[config.mk]
export PLATFORM = sky130hd
export DESIGN_NAME = drp_loop_cfg
export DESIGN_NICKNAME = d
export VERILOG_FILES = /design/src/include/drp_pkg.sv /design/src/drp_ref_select.sv /design/src/drp_loop_cfg.sv
export VERILOG_INCLUDE_DIRS = /design/src /design/src/include
export SDC_FILE = /design/constraint.sdc
export NUM_CORES = 2
export LEC_CHECK = 0
export BUFFER_PORTS_ARGS = -buffer_cell sky130_fd_sc_hd__buf_2
export CAP_MARGIN = 20
export CORE_UTILIZATION = 61
export CTS_CLUSTER_SIZE = 25
export DETAILED_ROUTE_END_ITERATION = 8
export PLACE_DENSITY = 0.84
export SYNTH_ARGS = -nofsm -noshare
export SYNTH_HDL_FRONTEND = slang
export SYNTH_SLANG_ARGS = --single-unit
[constraint.sdc]
create_clock -name mclk_i -period 17.95 [get_ports mclk_i]
set_input_delay 0 -clock mclk_i [delete_from_list [all_inputs] [get_ports mclk_i]]
set_output_delay 0 -clock mclk_i [all_outputs]
set_load 0.02 [all_outputs]
[src/include/drp_defs.svh]
// register indices, field positions, reset values and decode figures of the loop configuration block
// assumes inclusion by bare name from every file that needs it
`ifndef DRP_DEFS_SVH
`define DRP_DEFS_SVH

// register indices; byte address on the bus is four times the index
`define DRP_IDX_BASE_HI 8'h28
`define DRP_IDX_BASE_LO 8'h29
`define DRP_IDX_MULT_HI 8'h2A
`define DRP_IDX_MULT_LO 8'h2B
`define DRP_IDX_NUM_HI 8'h2C
`define DRP_IDX_NUM_LO 8'h2D
`define DRP_IDX_DEN_HI 8'h2E
`define DRP_IDX_DEN_LO 8'h2F
`define DRP_IDX_CTRL 8'h30
`define DRP_IDX_RANK_HI 8'h31
`define DRP_IDX_RANK_LO 8'h32
`define DRP_IDX_OPSEL 8'h33
`define DRP_IDX_STATUS 8'h3C

// reset values
`define DRP_RST_BASE 16'h9C40
`define DRP_RST_MULT 16'h01E6
`define DRP_RST_RATIO 32'h00010001
`define DRP_RST_CTRL 8'h0D
`define DRP_RST_RANK_HI 8'h32
`define DRP_RST_RANK_LO 8'h10
`define DRP_RST_OPSEL 8'h03

// loop control field positions
`define DRP_CTRL_CAP_LSB 0
`define DRP_CTRL_SLOPE_LSB 2
`define DRP_CTRL_ALIGN_BIT 4
`define DRP_CTRL_BW_LSB 5

// rank fields: low one in bits 2:0, high one in bits 6:4
`define DRP_RANK_A_LSB 0
`define DRP_RANK_B_LSB 4
`define DRP_RANK_OFF 3'h7

// operating select field positions and mode codes
`define DRP_OPSEL_FB_BIT 5
`define DRP_OPSEL_REF_LSB 6
`define DRP_MODE_FREERUN 2'h0
`define DRP_MODE_HOLDOVER 2'h1
`define DRP_MODE_FORCED 2'h2
`define DRP_MODE_AUTO 2'h3

// supported base rate span in hertz
`define DRP_BASE_MIN 16'h03E8
`define DRP_BASE_MAX 16'h9C40

// capture range in ppm, zero meaning unlimited
`define DRP_CAP_PPM0 16'h0034
`define DRP_CAP_PPM1 16'h0082
`define DRP_CAP_PPM2 16'h0190
// phase slope limit in ns per second, zero meaning unlimited
`define DRP_SLOPE_NS0 20'h0EE48
`define DRP_SLOPE_NS1 20'h01D4C
`define DRP_SLOPE_NS2 20'h00375
// narrowest loop bandwidth in hertz, doubled per code step
`define DRP_BW_BASE_HZ 10'h00E
`define DRP_BW_RESERVED 3'h7

`endif

[src/include/drp_pkg.sv]
// types shared by the loop configuration block and its reference selector
// assumes drp_defs.svh is reachable on the include path
package drp_pkg;

  typedef logic [1:0] drp_mode_t;
  typedef logic [2:0] drp_rank_t;

  // selector configuration carried from the register file
  typedef struct packed {
    drp_mode_t mode;
    logic [1:0] forced_ref;
    drp_rank_t [3:0] rank;
  } drp_sel_cfg_s;

  // selector state reported back
  typedef struct packed {
    logic [1:0] active_ref;
    logic locked;
    logic holdover;
    logic freerun;
  } drp_sel_stat_s;

  typedef enum logic [1:0] {
    DRP_ST_FREERUN,
    DRP_ST_LOCKED,
    DRP_ST_HOLDOVER
  } drp_loop_e;

  // full state of the register file and the frequency divider
  typedef struct packed {
    logic [15:0] base_rate;
    logic [15:0] rate_multiplier;
    logic [15:0] fec_numerator;
    logic [15:0] fec_denominator;
    logic [7:0] loop_ctrl;
    logic [7:0] rank_hi;
    logic [7:0] rank_lo;
    logic ext_fb;
    drp_mode_t mode;
    logic [1:0] forced_ref;
    logic [7:0] prdata;
    logic div_start;
    logic div_busy;
    logic [5:0] div_cnt;
    logic [47:0] div_quo;
    logic [16:0] div_rem;
    logic [47:0] nominal_freq;
  } drp_regs_s;

endpackage

[src/drp_ref_select.sv]
// automatic and forced reference selection for the first digital loop
// assumes reference availability inputs are synchronous to mclk_i
`timescale 1ns/100ps
`include "drp_defs.svh"

module drp_ref_select
  import drp_pkg::*;
(
  input wire logic mclk_i,
  input wire logic rstn_i,
  input wire drp_sel_cfg_s cfg_i,
  input wire logic [3:0] ref_avail_i,
  output drp_sel_stat_s stat_o
);

  typedef struct packed {
    drp_loop_e st;
    logic [1:0] cur;
  } drp_sel_state_s;

  drp_sel_state_s s_r;
  drp_sel_state_s s_nxt;

  // next state: freerun, holdover, forced lock, forced holdover or automatic choice
  always_comb begin
    logic [3:0] cand;
    drp_rank_t best;
    logic any;
    logic [1:0] pick;
    logic pick_done;
    cand = 4'h0;
    best = `DRP_RANK_OFF;
    any = 1'b0;
    pick = 2'h0;
    pick_done = 1'b0;
    s_nxt = s_r;
    for (int i = 0; i < 4; i++) begin
      cand[i] = ref_avail_i[i] && (cfg_i.rank[i] != `DRP_RANK_OFF);
      if (cand[i] && (cfg_i.rank[i] < best)) begin
        best = cfg_i.rank[i];
      end
      any = any | cand[i];
    end
    for (int i = 0; i < 4; i++) begin
      if (!pick_done && cand[i] && (cfg_i.rank[i] == best)) begin
        pick = 2'(i);
        pick_done = 1'b1;
      end
    end
    unique case (cfg_i.mode)
      `DRP_MODE_FREERUN: begin
        s_nxt.st = DRP_ST_FREERUN;
      end
      `DRP_MODE_HOLDOVER: begin
        s_nxt.st = DRP_ST_HOLDOVER;
      end
      `DRP_MODE_FORCED: begin
        s_nxt.cur = cfg_i.forced_ref;
        s_nxt.st = ref_avail_i[cfg_i.forced_ref] ? DRP_ST_LOCKED : DRP_ST_HOLDOVER;
      end
      `DRP_MODE_AUTO: begin
        if (!any) begin
          s_nxt.st = DRP_ST_HOLDOVER;
        end else if (s_r.st == DRP_ST_LOCKED && cand[s_r.cur] && cfg_i.rank[s_r.cur] == best) begin
          s_nxt.st = DRP_ST_LOCKED;
        end else begin
          s_nxt.st = DRP_ST_LOCKED;
          s_nxt.cur = pick;
        end
      end
    endcase
  end

  // state register
  always_ff @(posedge mclk_i) begin
    if (!rstn_i) begin
      s_r <= '{st: DRP_ST_FREERUN, cur: 2'h0};
    end else begin
      s_r <= s_nxt;
    end
  end

  // status decode
  assign stat_o.active_ref = s_r.cur;
  assign stat_o.locked = (s_r.st == DRP_ST_LOCKED);
  assign stat_o.holdover = (s_r.st == DRP_ST_HOLDOVER);
  assign stat_o.freerun = (s_r.st == DRP_ST_FREERUN);

endmodule

[src/drp_loop_cfg.sv]
// Contract
// - multi-byte registers map most significant byte first
// - base rate in hertz, 1 to 40 kHz
// - multiplier times base rate gives frequency
// - nominal frequency is base times multiplier times ratio
// - capture range select decodes four ppm spans
// - slope limit select decodes four slope limits
// - bit four requests output phase alignment
// - bandwidth code doubles from 14 Hz; 111 reserved
// - three-bit rank per reference, 111 disables it
// - lower rank number wins revertively when available
// - equal ranks switch non-revertively
// - mode field picks freerun, holdover, forced, automatic
// - automatic mode holds over only with none available
//
// byte-wide register file, nominal frequency divider and loop settings for one channel
// assumes an APB master on mclk_i and reference availability inputs synchronous to it
//
// Our own choice: register access over APB.
`timescale 1ns/100ps
`include "drp_defs.svh"

module drp_loop_cfg
  import drp_pkg::*;
#(
  parameter int ADDR_W = 12
) (
  input wire logic mclk_i,
  input wire logic rstn_i,
  input wire logic psel_i,
  input wire logic penable_i,
  input wire logic pwrite_i,
  input wire logic [ADDR_W-1:0] paddr_i,
  input wire logic [31:0] pwdata_i,
  output logic [31:0] prdata_o,
  output logic pready_o,
  output logic pslverr_o,
  input wire logic [3:0] ref_avail_i,
  output logic [15:0] base_rate_o,
  output logic [15:0] rate_multiplier_o,
  output logic [15:0] fec_numerator_o,
  output logic [15:0] fec_denominator_o,
  output logic [47:0] nominal_freq_o,
  output logic nominal_valid_o,
  output logic base_rate_unsupported_o,
  output logic [1:0] capture_range_select_o,
  output logic [15:0] capture_range_ppm_o,
  output logic [1:0] slope_limit_select_o,
  output logic [19:0] slope_limit_ns_o,
  output logic phase_align_request_o,
  output logic [2:0] bandwidth_select_o,
  output logic [9:0] bandwidth_hz_o,
  output logic bandwidth_reserved_o,
  output logic ext_feedback_enable_o,
  output logic [1:0] active_ref_o,
  output logic locked_o,
  output logic holdover_o,
  output logic freerun_o
);

  // the index field must fit the address bus
  if (ADDR_W < 10) begin : g_addr_chk
    $error("ADDR_W must be at least 10");
  end

  drp_regs_s r_r;
  drp_regs_s r_nxt;
  drp_sel_cfg_s sel_cfg;
  drp_sel_stat_s sel_stat;

  logic [7:0] idx;
  logic addr_ok;
  logic acc;
  logic wr;
  logic [7:0] wbyte;
  logic base_bad;

  // capture range in ppm for a select code
  function automatic logic [15:0] cap_ppm(input logic [1:0] code);
    unique case (code)
      2'h0: cap_ppm = `DRP_CAP_PPM0;
      2'h1: cap_ppm = `DRP_CAP_PPM1;
      2'h2: cap_ppm = `DRP_CAP_PPM2;
      2'h3: cap_ppm = 16'h0000;
    endcase
  endfunction

  // slope limit in ns per second for a select code
  function automatic logic [19:0] slope_ns(input logic [1:0] code);
    unique case (code)
      2'h0: slope_ns = `DRP_SLOPE_NS0;
      2'h1: slope_ns = `DRP_SLOPE_NS1;
      2'h2: slope_ns = `DRP_SLOPE_NS2;
      2'h3: slope_ns = 20'h00000;
    endcase
  endfunction

  // register index is mapped when listed; word alignment is checked in the bus decode
  function automatic logic idx_mapped(input logic [7:0] i);
    idx_mapped = ((i >= `DRP_IDX_BASE_HI) && (i <= `DRP_IDX_OPSEL)) || (i == `DRP_IDX_STATUS);
  endfunction

  // bus decode
  assign idx = paddr_i[9:2];
  assign addr_ok = (paddr_i[1:0] == 2'h0) && ((paddr_i >> 10) == '0) && idx_mapped(idx);
  assign acc = psel_i && penable_i;
  assign wr = acc && pwrite_i && addr_ok;
  assign wbyte = pwdata_i[7:0];
  assign base_bad = (r_r.base_rate < `DRP_BASE_MIN) || (r_r.base_rate > `DRP_BASE_MAX);

  // selector configuration from the rank and operating select registers
  assign sel_cfg.mode = r_r.mode;
  assign sel_cfg.forced_ref = r_r.forced_ref;
  assign sel_cfg.rank[0] = r_r.rank_lo[`DRP_RANK_A_LSB +: 3];
  assign sel_cfg.rank[1] = r_r.rank_lo[`DRP_RANK_B_LSB +: 3];
  assign sel_cfg.rank[2] = r_r.rank_hi[`DRP_RANK_A_LSB +: 3];
  assign sel_cfg.rank[3] = r_r.rank_hi[`DRP_RANK_B_LSB +: 3];

  drp_ref_select u_sel (
    .mclk_i(mclk_i),
    .rstn_i(rstn_i),
    .cfg_i(sel_cfg),
    .ref_avail_i(ref_avail_i),
    .stat_o(sel_stat)
  );

  // register writes, read data capture and the nominal frequency divider
  always_comb begin
    logic [7:0] rd;
    logic [16:0] shifted;
    logic cfg_wr;
    rd = 8'h00;
    shifted = 17'h00000;
    cfg_wr = 1'b0;
    r_nxt = r_r;
    // writes take effect at the access edge; most significant byte at lower index
    if (wr) begin
      unique case (idx)
        `DRP_IDX_BASE_HI: r_nxt.base_rate[15:8] = wbyte;
        `DRP_IDX_BASE_LO: r_nxt.base_rate[7:0] = wbyte;
        `DRP_IDX_MULT_HI: r_nxt.rate_multiplier[15:8] = wbyte;
        `DRP_IDX_MULT_LO: r_nxt.rate_multiplier[7:0] = wbyte;
        `DRP_IDX_NUM_HI: r_nxt.fec_numerator[15:8] = wbyte;
        `DRP_IDX_NUM_LO: r_nxt.fec_numerator[7:0] = wbyte;
        `DRP_IDX_DEN_HI: r_nxt.fec_denominator[15:8] = wbyte;
        `DRP_IDX_DEN_LO: r_nxt.fec_denominator[7:0] = wbyte;
        `DRP_IDX_CTRL: r_nxt.loop_ctrl = wbyte;
        `DRP_IDX_RANK_HI: r_nxt.rank_hi = wbyte & 8'h77;
        `DRP_IDX_RANK_LO: r_nxt.rank_lo = wbyte & 8'h77;
        `DRP_IDX_OPSEL: begin
          r_nxt.mode = wbyte[1:0];
          r_nxt.ext_fb = wbyte[`DRP_OPSEL_FB_BIT];
          r_nxt.forced_ref = wbyte[`DRP_OPSEL_REF_LSB +: 2];
        end
        default: r_nxt.prdata = r_nxt.prdata; // status is read-only
      endcase
      cfg_wr = (idx <= `DRP_IDX_DEN_LO);
    end
    // read data is captured in the setup cycle and held through the access
    unique case (idx)
      `DRP_IDX_BASE_HI: rd = r_r.base_rate[15:8];
      `DRP_IDX_BASE_LO: rd = r_r.base_rate[7:0];
      `DRP_IDX_MULT_HI: rd = r_r.rate_multiplier[15:8];
      `DRP_IDX_MULT_LO: rd = r_r.rate_multiplier[7:0];
      `DRP_IDX_NUM_HI: rd = r_r.fec_numerator[15:8];
      `DRP_IDX_NUM_LO: rd = r_r.fec_numerator[7:0];
      `DRP_IDX_DEN_HI: rd = r_r.fec_denominator[15:8];
      `DRP_IDX_DEN_LO: rd = r_r.fec_denominator[7:0];
      `DRP_IDX_CTRL: rd = r_r.loop_ctrl;
      `DRP_IDX_RANK_HI: rd = r_r.rank_hi;
      `DRP_IDX_RANK_LO: rd = r_r.rank_lo;
      `DRP_IDX_OPSEL: begin
        // in automatic mode the reference field shows the chosen input
        rd = {((r_r.mode == `DRP_MODE_AUTO) ? sel_stat.active_ref : r_r.forced_ref),
              r_r.ext_fb, 3'h0, r_r.mode};
      end
      `DRP_IDX_STATUS: begin
        rd = {r_r.div_busy, base_bad, sel_stat.active_ref, 1'b0,
              sel_stat.locked, sel_stat.freerun, sel_stat.holdover};
      end
      default: rd = 8'h00;
    endcase
    if (psel_i && !penable_i) begin
      r_nxt.prdata = (addr_ok && !pwrite_i) ? rd : 8'h00;
    end
    // divider: base times multiplier times numerator over denominator
    if (r_r.div_start) begin
      r_nxt.div_start = 1'b0;
      r_nxt.div_busy = 1'b1;
      r_nxt.div_cnt = 6'h00;
      r_nxt.div_rem = 17'h00000;
      r_nxt.div_quo = 48'(r_r.base_rate) * 48'(r_r.rate_multiplier) * 48'(r_r.fec_numerator);
    end else if (r_r.div_busy) begin
      shifted = {r_r.div_rem[15:0], r_r.div_quo[47]};
      if (shifted >= {1'b0, r_r.fec_denominator}) begin
        r_nxt.div_rem = shifted - {1'b0, r_r.fec_denominator};
        r_nxt.div_quo = {r_r.div_quo[46:0], 1'b1};
      end else begin
        r_nxt.div_rem = shifted;
        r_nxt.div_quo = {r_r.div_quo[46:0], 1'b0};
      end
      r_nxt.div_cnt = r_r.div_cnt + 6'h01;
      if (r_r.div_cnt == 6'h2F) begin
        r_nxt.div_busy = 1'b0;
        // a zero denominator saturates instead of giving a quotient
        r_nxt.nominal_freq = (r_r.fec_denominator == 16'h0000) ? '1 : {r_nxt.div_quo};
      end
    end
    // a write to a descriptor register restarts the division with the fresh descriptors
    if (cfg_wr) begin
      r_nxt.div_start = 1'b1;
      r_nxt.div_busy = 1'b0;
    end
  end

  // state register with documented defaults
  always_ff @(posedge mclk_i) begin
    if (!rstn_i) begin
      r_r.base_rate <= `DRP_RST_BASE;
      r_r.rate_multiplier <= `DRP_RST_MULT;
      r_r.fec_numerator <= 16'(`DRP_RST_RATIO >> 16);
      r_r.fec_denominator <= 16'(`DRP_RST_RATIO);
      r_r.loop_ctrl <= `DRP_RST_CTRL;
      r_r.rank_hi <= `DRP_RST_RANK_HI;
      r_r.rank_lo <= `DRP_RST_RANK_LO;
      r_r.ext_fb <= 1'b0;
      r_r.mode <= 2'(`DRP_RST_OPSEL);
      r_r.forced_ref <= 2'h0;
      r_r.prdata <= 8'h00;
      r_r.div_start <= 1'b1; // computes the default nominal frequency
      r_r.div_busy <= 1'b0;
      r_r.div_cnt <= 6'h00;
      r_r.div_quo <= 48'h000000000000;
      r_r.div_rem <= 17'h00000;
      r_r.nominal_freq <= 48'h000000000000;
    end else begin
      r_r <= r_nxt;
    end
  end

  // bus answer: no wait states, error on unmapped addresses
  assign prdata_o = {24'h000000, r_r.prdata};
  assign pready_o = 1'b1;
  assign pslverr_o = acc && !addr_ok;

  // descriptor outputs
  assign base_rate_o = r_r.base_rate;
  assign rate_multiplier_o = r_r.rate_multiplier;
  assign fec_numerator_o = r_r.fec_numerator;
  assign fec_denominator_o = r_r.fec_denominator;
  assign nominal_freq_o = r_r.nominal_freq;
  assign nominal_valid_o = !r_r.div_busy && !r_r.div_start;
  assign base_rate_unsupported_o = base_bad;

  // loop control decode
  assign capture_range_select_o = r_r.loop_ctrl[`DRP_CTRL_CAP_LSB +: 2];
  assign capture_range_ppm_o = cap_ppm(r_r.loop_ctrl[`DRP_CTRL_CAP_LSB +: 2]);
  assign slope_limit_select_o = r_r.loop_ctrl[`DRP_CTRL_SLOPE_LSB +: 2];
  assign slope_limit_ns_o = slope_ns(r_r.loop_ctrl[`DRP_CTRL_SLOPE_LSB +: 2]);
  assign phase_align_request_o = r_r.loop_ctrl[`DRP_CTRL_ALIGN_BIT];
  assign bandwidth_select_o = r_r.loop_ctrl[`DRP_CTRL_BW_LSB +: 3];
  assign bandwidth_reserved_o = (r_r.loop_ctrl[`DRP_CTRL_BW_LSB +: 3] == `DRP_BW_RESERVED);
  assign bandwidth_hz_o = bandwidth_reserved_o ? 10'h000 : (`DRP_BW_BASE_HZ << r_r.loop_ctrl[`DRP_CTRL_BW_LSB +: 3]);
  assign ext_feedback_enable_o = r_r.ext_fb;

  // selector state
  assign active_ref_o = sel_stat.active_ref;
  assign locked_o = sel_stat.locked;
  assign holdover_o = sel_stat.holdover;
  assign freerun_o = sel_stat.freerun;

endmodule

# Word-level counts from Yosys, hierarchy flattened
# Cells that the tools add are included.
# word_totals
regBits,222
latchBits,0
ram_bits,0
romBits,0
in_bits,53
output_inout_bits,209
wordCells,181
memories,0
# op_classes
add_sub_neg,2
n_mul,2
n_div,0
magnitude_cmp,12
eq_ne,37
shifts,1
muxes,37
bitwise_logic,5
reduce_logical,62
# ops
op,count
$mux 120,1
$eq 8x6->1 const B,13
$pmux 8 s13,1
$mux 48,2
$pmux 20 s4,1
$mux 72,1
$pmux 16 s4,1
$mul 32x16->48,1
$mul 16x16->32,1
$logic_and 1x1->1,27
$reduce_and 2->1,12
$mux 18,1
$ge 17x16->1,1
$sub 17x16->17,1
$gt 16x16->1 const B,1
$le 8x6->1 const B,2
$logic_not 16->1,1
$lt 16x10->1 const B,1
$mux 2,8
$mux 8,2
$eq 3x3->1,5
$mux 3,5
$eq 2x2->1 const B,7
$logic_not 12->1,1
other kinds (26),61

# Depth between registers and ports, before layout
# depth
depth_word,31
depth_mapped,49
mapped_depth_nobuf,45

# By module
# Synthesis repeated with hierarchy kept, for this count alone.
# hier_totals
hier_cells,4403
hier_area_um2,37878.8
# modules_own_cells
mod,instances,cells_per_inst,area_per_inst_um2,seq_area_each_um2
drp_loop_cfg,1,4269,36827.8,4344.2
drp_ref_select,1,134,1051.0,80.1

# Least setup slack after synthesis
# No wires, ideal clock.
# synth_path
path_kind,register to register
startpoint,reg r_r (netlist bit base_rate_o[12])
endpoint,reg r_r[109] (netlist name)
setup_ns,0.125
t_arrival_ns,11.506
t_required_ns,17.825
path_slack_ns,6.319
path_stages_with_launch,47
cell_sequence,dfxtp_1 > clkbuf_1 > clkbuf_1 > nand2_1 > fa_1 > fa_1 > fa_1 > inv_1 > fa_1 > fa_1 > inv_1 > fa_1 > inv_1 > ha_1 > a21o_1 > a21oi_1 > o21ai_0 > a21o_1 > [11 not listed] > inv_1 > fa_1 > fa_1 > inv_1 > fa_1 > inv_1 > ha_1 > clkbuf_1 > and4_1 > nand3_1 > nor4b_1 > a221oi_2 > nand4_1 > a41o_1 > a31o_4 > a2111oi_2 > a31o_1 > nor3_2
# synth_via
elab_chain_len,3
# synth_rtl
item,line_no,text
"start, declared",drp_loop_cfg.sv:66,drp_regs_s r_r;
"start signal, assigned",drp_loop_cfg.sv:237,r_r <= r_nxt;
$mul 16x16->32,drp_loop_cfg.sv:192,r_nxt.div_quo = 48'(r_r.base_rate) * 48'(r_r.rate_multiplier) * 48'(r_r.fec_numerator);
$mul 32x16->48,drp_loop_cfg.sv:192,
$mux 72,drp_loop_cfg.sv:187,if (r_r.div_start) begin
# Every way passes these cells.
# A chain may end at the register's enable or synchronous reset.

# Worst setup path in the final report
# layout_path
startpoint,reg r_r (netlist bit base_rate_o[7])
endpoint,reg r_r[109] (netlist name)
# The elaborated chain is that of the path after synthesis.

==> results.txt <==
Vias: 30285
Fin crit period: 13250 ps
Dpl hpwl: 73760 µm
Count of input and output buffers: 195
Worst EP arrival: 13650 ps
Routability cong.: 0.9339
Largest cells by area after synthesis: fa_1, dfxtp_1, ha_1, inv_1, nand2_1
Final Hold Fails: 0
Setup violations, final: 0
Pwr Density: 27.80 nW/µm²
CP endpoint: r_r[109]
Worst Path Buf+Inv: 8
Register area: 4432 µm²
Max Freq: 75.47 MHz
Setup slack, reg-to-reg: 4700 ps
CTS buffer count: 21
Antenna-violating nets left: 0
Rel. slew slack: 18.30%
Vias in the first global route: 30832
Sequential share of the synthesized area: 11.79%
CP Data Required Time: 18350 ps
Number of I/O pins: 262
Startpoint types: flop
GR Util met2: 54.80%
Met3 track demand over resource: 5.559%
Seq cells post-synth: 221
Multi-input logic area: 28430 µm²
Initial drt markers: 2537
Area Growth Syn to Fin: 2.697%
Crit path top cell by count: fa_1
Max IR drop VDD: 0.06057 mV
Hold Crit Class: in -> reg
Final nets: 5149
Worst Skew: 9.682 ps
Fraction of layout cells with a size suffix above 1: 9.998%
Post-synth ARST share: 0%
Finished Layout Cells: 5024
Synthesized area per cell: 8.629 µm²
WP depth: 43
CP max stage cell: dfxtp_1
Hold depth: 4
Largest net degree at the start of global routing: 106
Tot Pwr: 1.071 mW
Post-DR wirelength/cell: 19.86 µm
Synth area leader: fa_1
DR vias/cell: 6.028
Crit. End Element: flop
Worst path max stage delay: 1020 ps
Setup_tns: 0 ps
Row count: 90
Yosys top cell area share: 32.70%
Worst reg2reg path depth: 43
Max-Cap Viols: 0
WL final: 99780 µm
Worst-Margin Slew: 1219 ps
Crit path max fanout: 33
Worst hold slack: 20.77 ps
Core footprint: 60580 µm²
Beginning of the critical path: base_rate_o[7]
CTS max path bufs: 3
CP Class: reg -> reg
Grt peak-use layer: met2
Unrepaired setup endpoints after global routing: false
TritonRoute pass-1 iters: 7
Synth warnings: 0
Fill cell count: 4853
Die width: 250.0 µm
Placed insts: 4975
Worst skew pair latency: 510 ps
Post-Syn Area: 37530 µm²
Synth Flop Type: dfxtp_1
Syn Inst Count: 4349
P_leak: 18.66 nW
Number of synthesized flops with an enable pin: 0
Clock sink count: 221
Slew Viols, Final: 0
Post_cts resized: 0
Status: complete, no violations
Unique masters post-synth: 102
CTS H-tree depth: 1
Initial antenna violation count: 2
Clock slew at reported path FFs: 70 ps
GRT Util Overall: 32.48%
DIE AREA: 62520 µm²
Largest delay share family, worst path: adder cells
Global route overflow: 0
Root Buffer: clkbuf_16
RR Startpoint: base_rate_o[7]
CTS tree: yes
Routing usage on met1: 40.54%
Die Ht: 250.0 µm
Initial core utilization: 61.94%
First-pass GRT wire length: 162800 µm
Reg-to-Reg End: r_r[109]
Drt drc: 0
Final critical-path share of the clock period: 73.81%
through the flow:
| step | instance area, µm² | setup WS (ps) | utilization, % |
|---|---|---|---|
| after floorplan | 37680 | 6319 | - |
| after global placement | 37790 | 4920 | 62.37 |
| after detailed placement | 37790 | 4803 | 62.37 |
| after CTS | 38520 | 4786 | 63.59 |
| after global routing | 38540 | 4157 | 63.61 |
| final | 38540 | 4700 | 63.61 |
layout make-up:
class                   instances  area share (%)
flip-flops and latches        221           11.50
repair buffers                256           3.808
well taps                     782           2.539
inverters                     695           6.773
diodes                          1        0.006493
multi-input cells            3034           73.77
clock buffers                  27           1.474
clock inverters                 8          0.1299
cells by family after synthesis:
family / after synthesis / share of synthesized area [%]
and+or+nand+nor: 1352 / 17.22
buffers and inverters: 1134 / 13.21
adders and majority gates: 867 / 41.17
AOI/OAI and AO/OA: 556 / 10.65
DFF: 221 / 11.79
muxes: 124 / 3.741
xor gates and xnor gates: 93 / 2.191
other: 2 / 0.02001
cells in the mapped netlist, types with 7 or more instances:
cell type,number
fa_1,613
clkbuf_1,237
a21o_1,45
buf_1,9
nor4_1,22
mux2_2,20
o211ai_1,29
a21oi_1,136
or3_1,9
o221a_2,48
a22oi_1,14
xnor2_1,62
o21bai_1,8
o21ai_0,88
o21ai_1,7
mux4_2,8
a31oi_1,14
xor2_1,30
and3_1,24
buf_4,179
nor3_1,25
nor2b_1,49
nand3_1,50
mux2i_1,93
dfxtp_1,221
ha_1,254
nor2_1,170
nor3_2,7
or2_2,10
nand2b_1,34
inv_1,693
nand2_1,629
buf_2,12
o21a_1,15
and2_1,279
a311oi_1,12
nand4_1,20
a221oi_1,8
a211oi_1,54
state kept, by name (all words and copies together), names as in the netlist, 2 cells and up:
| name | count |
|---|---|
| fec_denominator_o | 16 |
| rate_multiplier_o | 16 |
| slope_limit_select_o | 2 |
| bandwidth_select_o | 3 |
| capture_range_select_o | 2 |
| u_sel.stat_o | 2 |
| r_r | 88 |
| base_rate_o | 16 |
| u_sel.s_r | 2 |
| nominal_freq_o | 48 |
| prdata_o | 8 |
| fec_numerator_o | 16 |
per-layer routing:
metal	share of wire (%)	wire, µm	up-vias
met1	37	36830	14942
met5	0.052	52	-
met3	9.5	9461	382
met2	48	48070	1668
met4	5.4	5363	4
li1	-	-	13289
timing repair:
item / in CTS / in global routing
hold buffers: 12 / 0
setup endpoints to repair: 0 / 0
buffers inserted: 0 / 0
endpoints found under the hold margin: 86 / 0
tightest hold or removal path: cells and delay by family:
kind / cells / cell delay [ps]
compound gates: 3 / 330
buf+inv: 1 / 140
report_power, final:
part,leakage (nW),internal (mW),switching (mW),total (mW)
Sequential,1.79,0.498,0.0108,0.509
Combinational,16.6,0.0562,0.0908,0.147
Clock,0.294,0.224,0.191,0.415
cells in the final DEF, fill, tap and decap left out, drive strengths merged, types with 33 or more instances in the layout:
cell | Yosys | final
and2 | 280 | 280
ha | 254 | 254
xnor2 | 63 | 63
nand2 | 630 | 630
o21ai | 97 | 97
a21o | 46 | 46
a21oi | 138 | 138
nand2b | 34 | 34
nor2 | 170 | 170
o221a | 48 | 48
nand3 | 52 | 52
inv | 694 | 693
nor3 | 33 | 33
conb | 2 | 42
mux2i | 93 | 93
a211oi | 54 | 54
buf | 202 | 244
nor2b | 49 | 49
fa | 613 | 613
dfxtp | 221 | 221
worst min path at each step:
| stage | endpoint | startpoint | slack, ps |
|---|---|---|---|
| 3_5_place_dp | pslverr_o | psel_i | 340 |
| 6_report | u_sel.stat_o[4] | ref_avail_i[0] | 20 |
| 5_1_grt | u_sel.stat_o[4] | ref_avail_i[0] | 20 |
| 4_1_cts | u_sel.stat_o[4] | ref_avail_i[0] | 6 |
| 2_1_floorplan | pslverr_o | psel_i | 120 |
| 3_3_place_gp | pslverr_o | psel_i | 340 |
No activity file was read; power rests on OpenSTA's default activity.
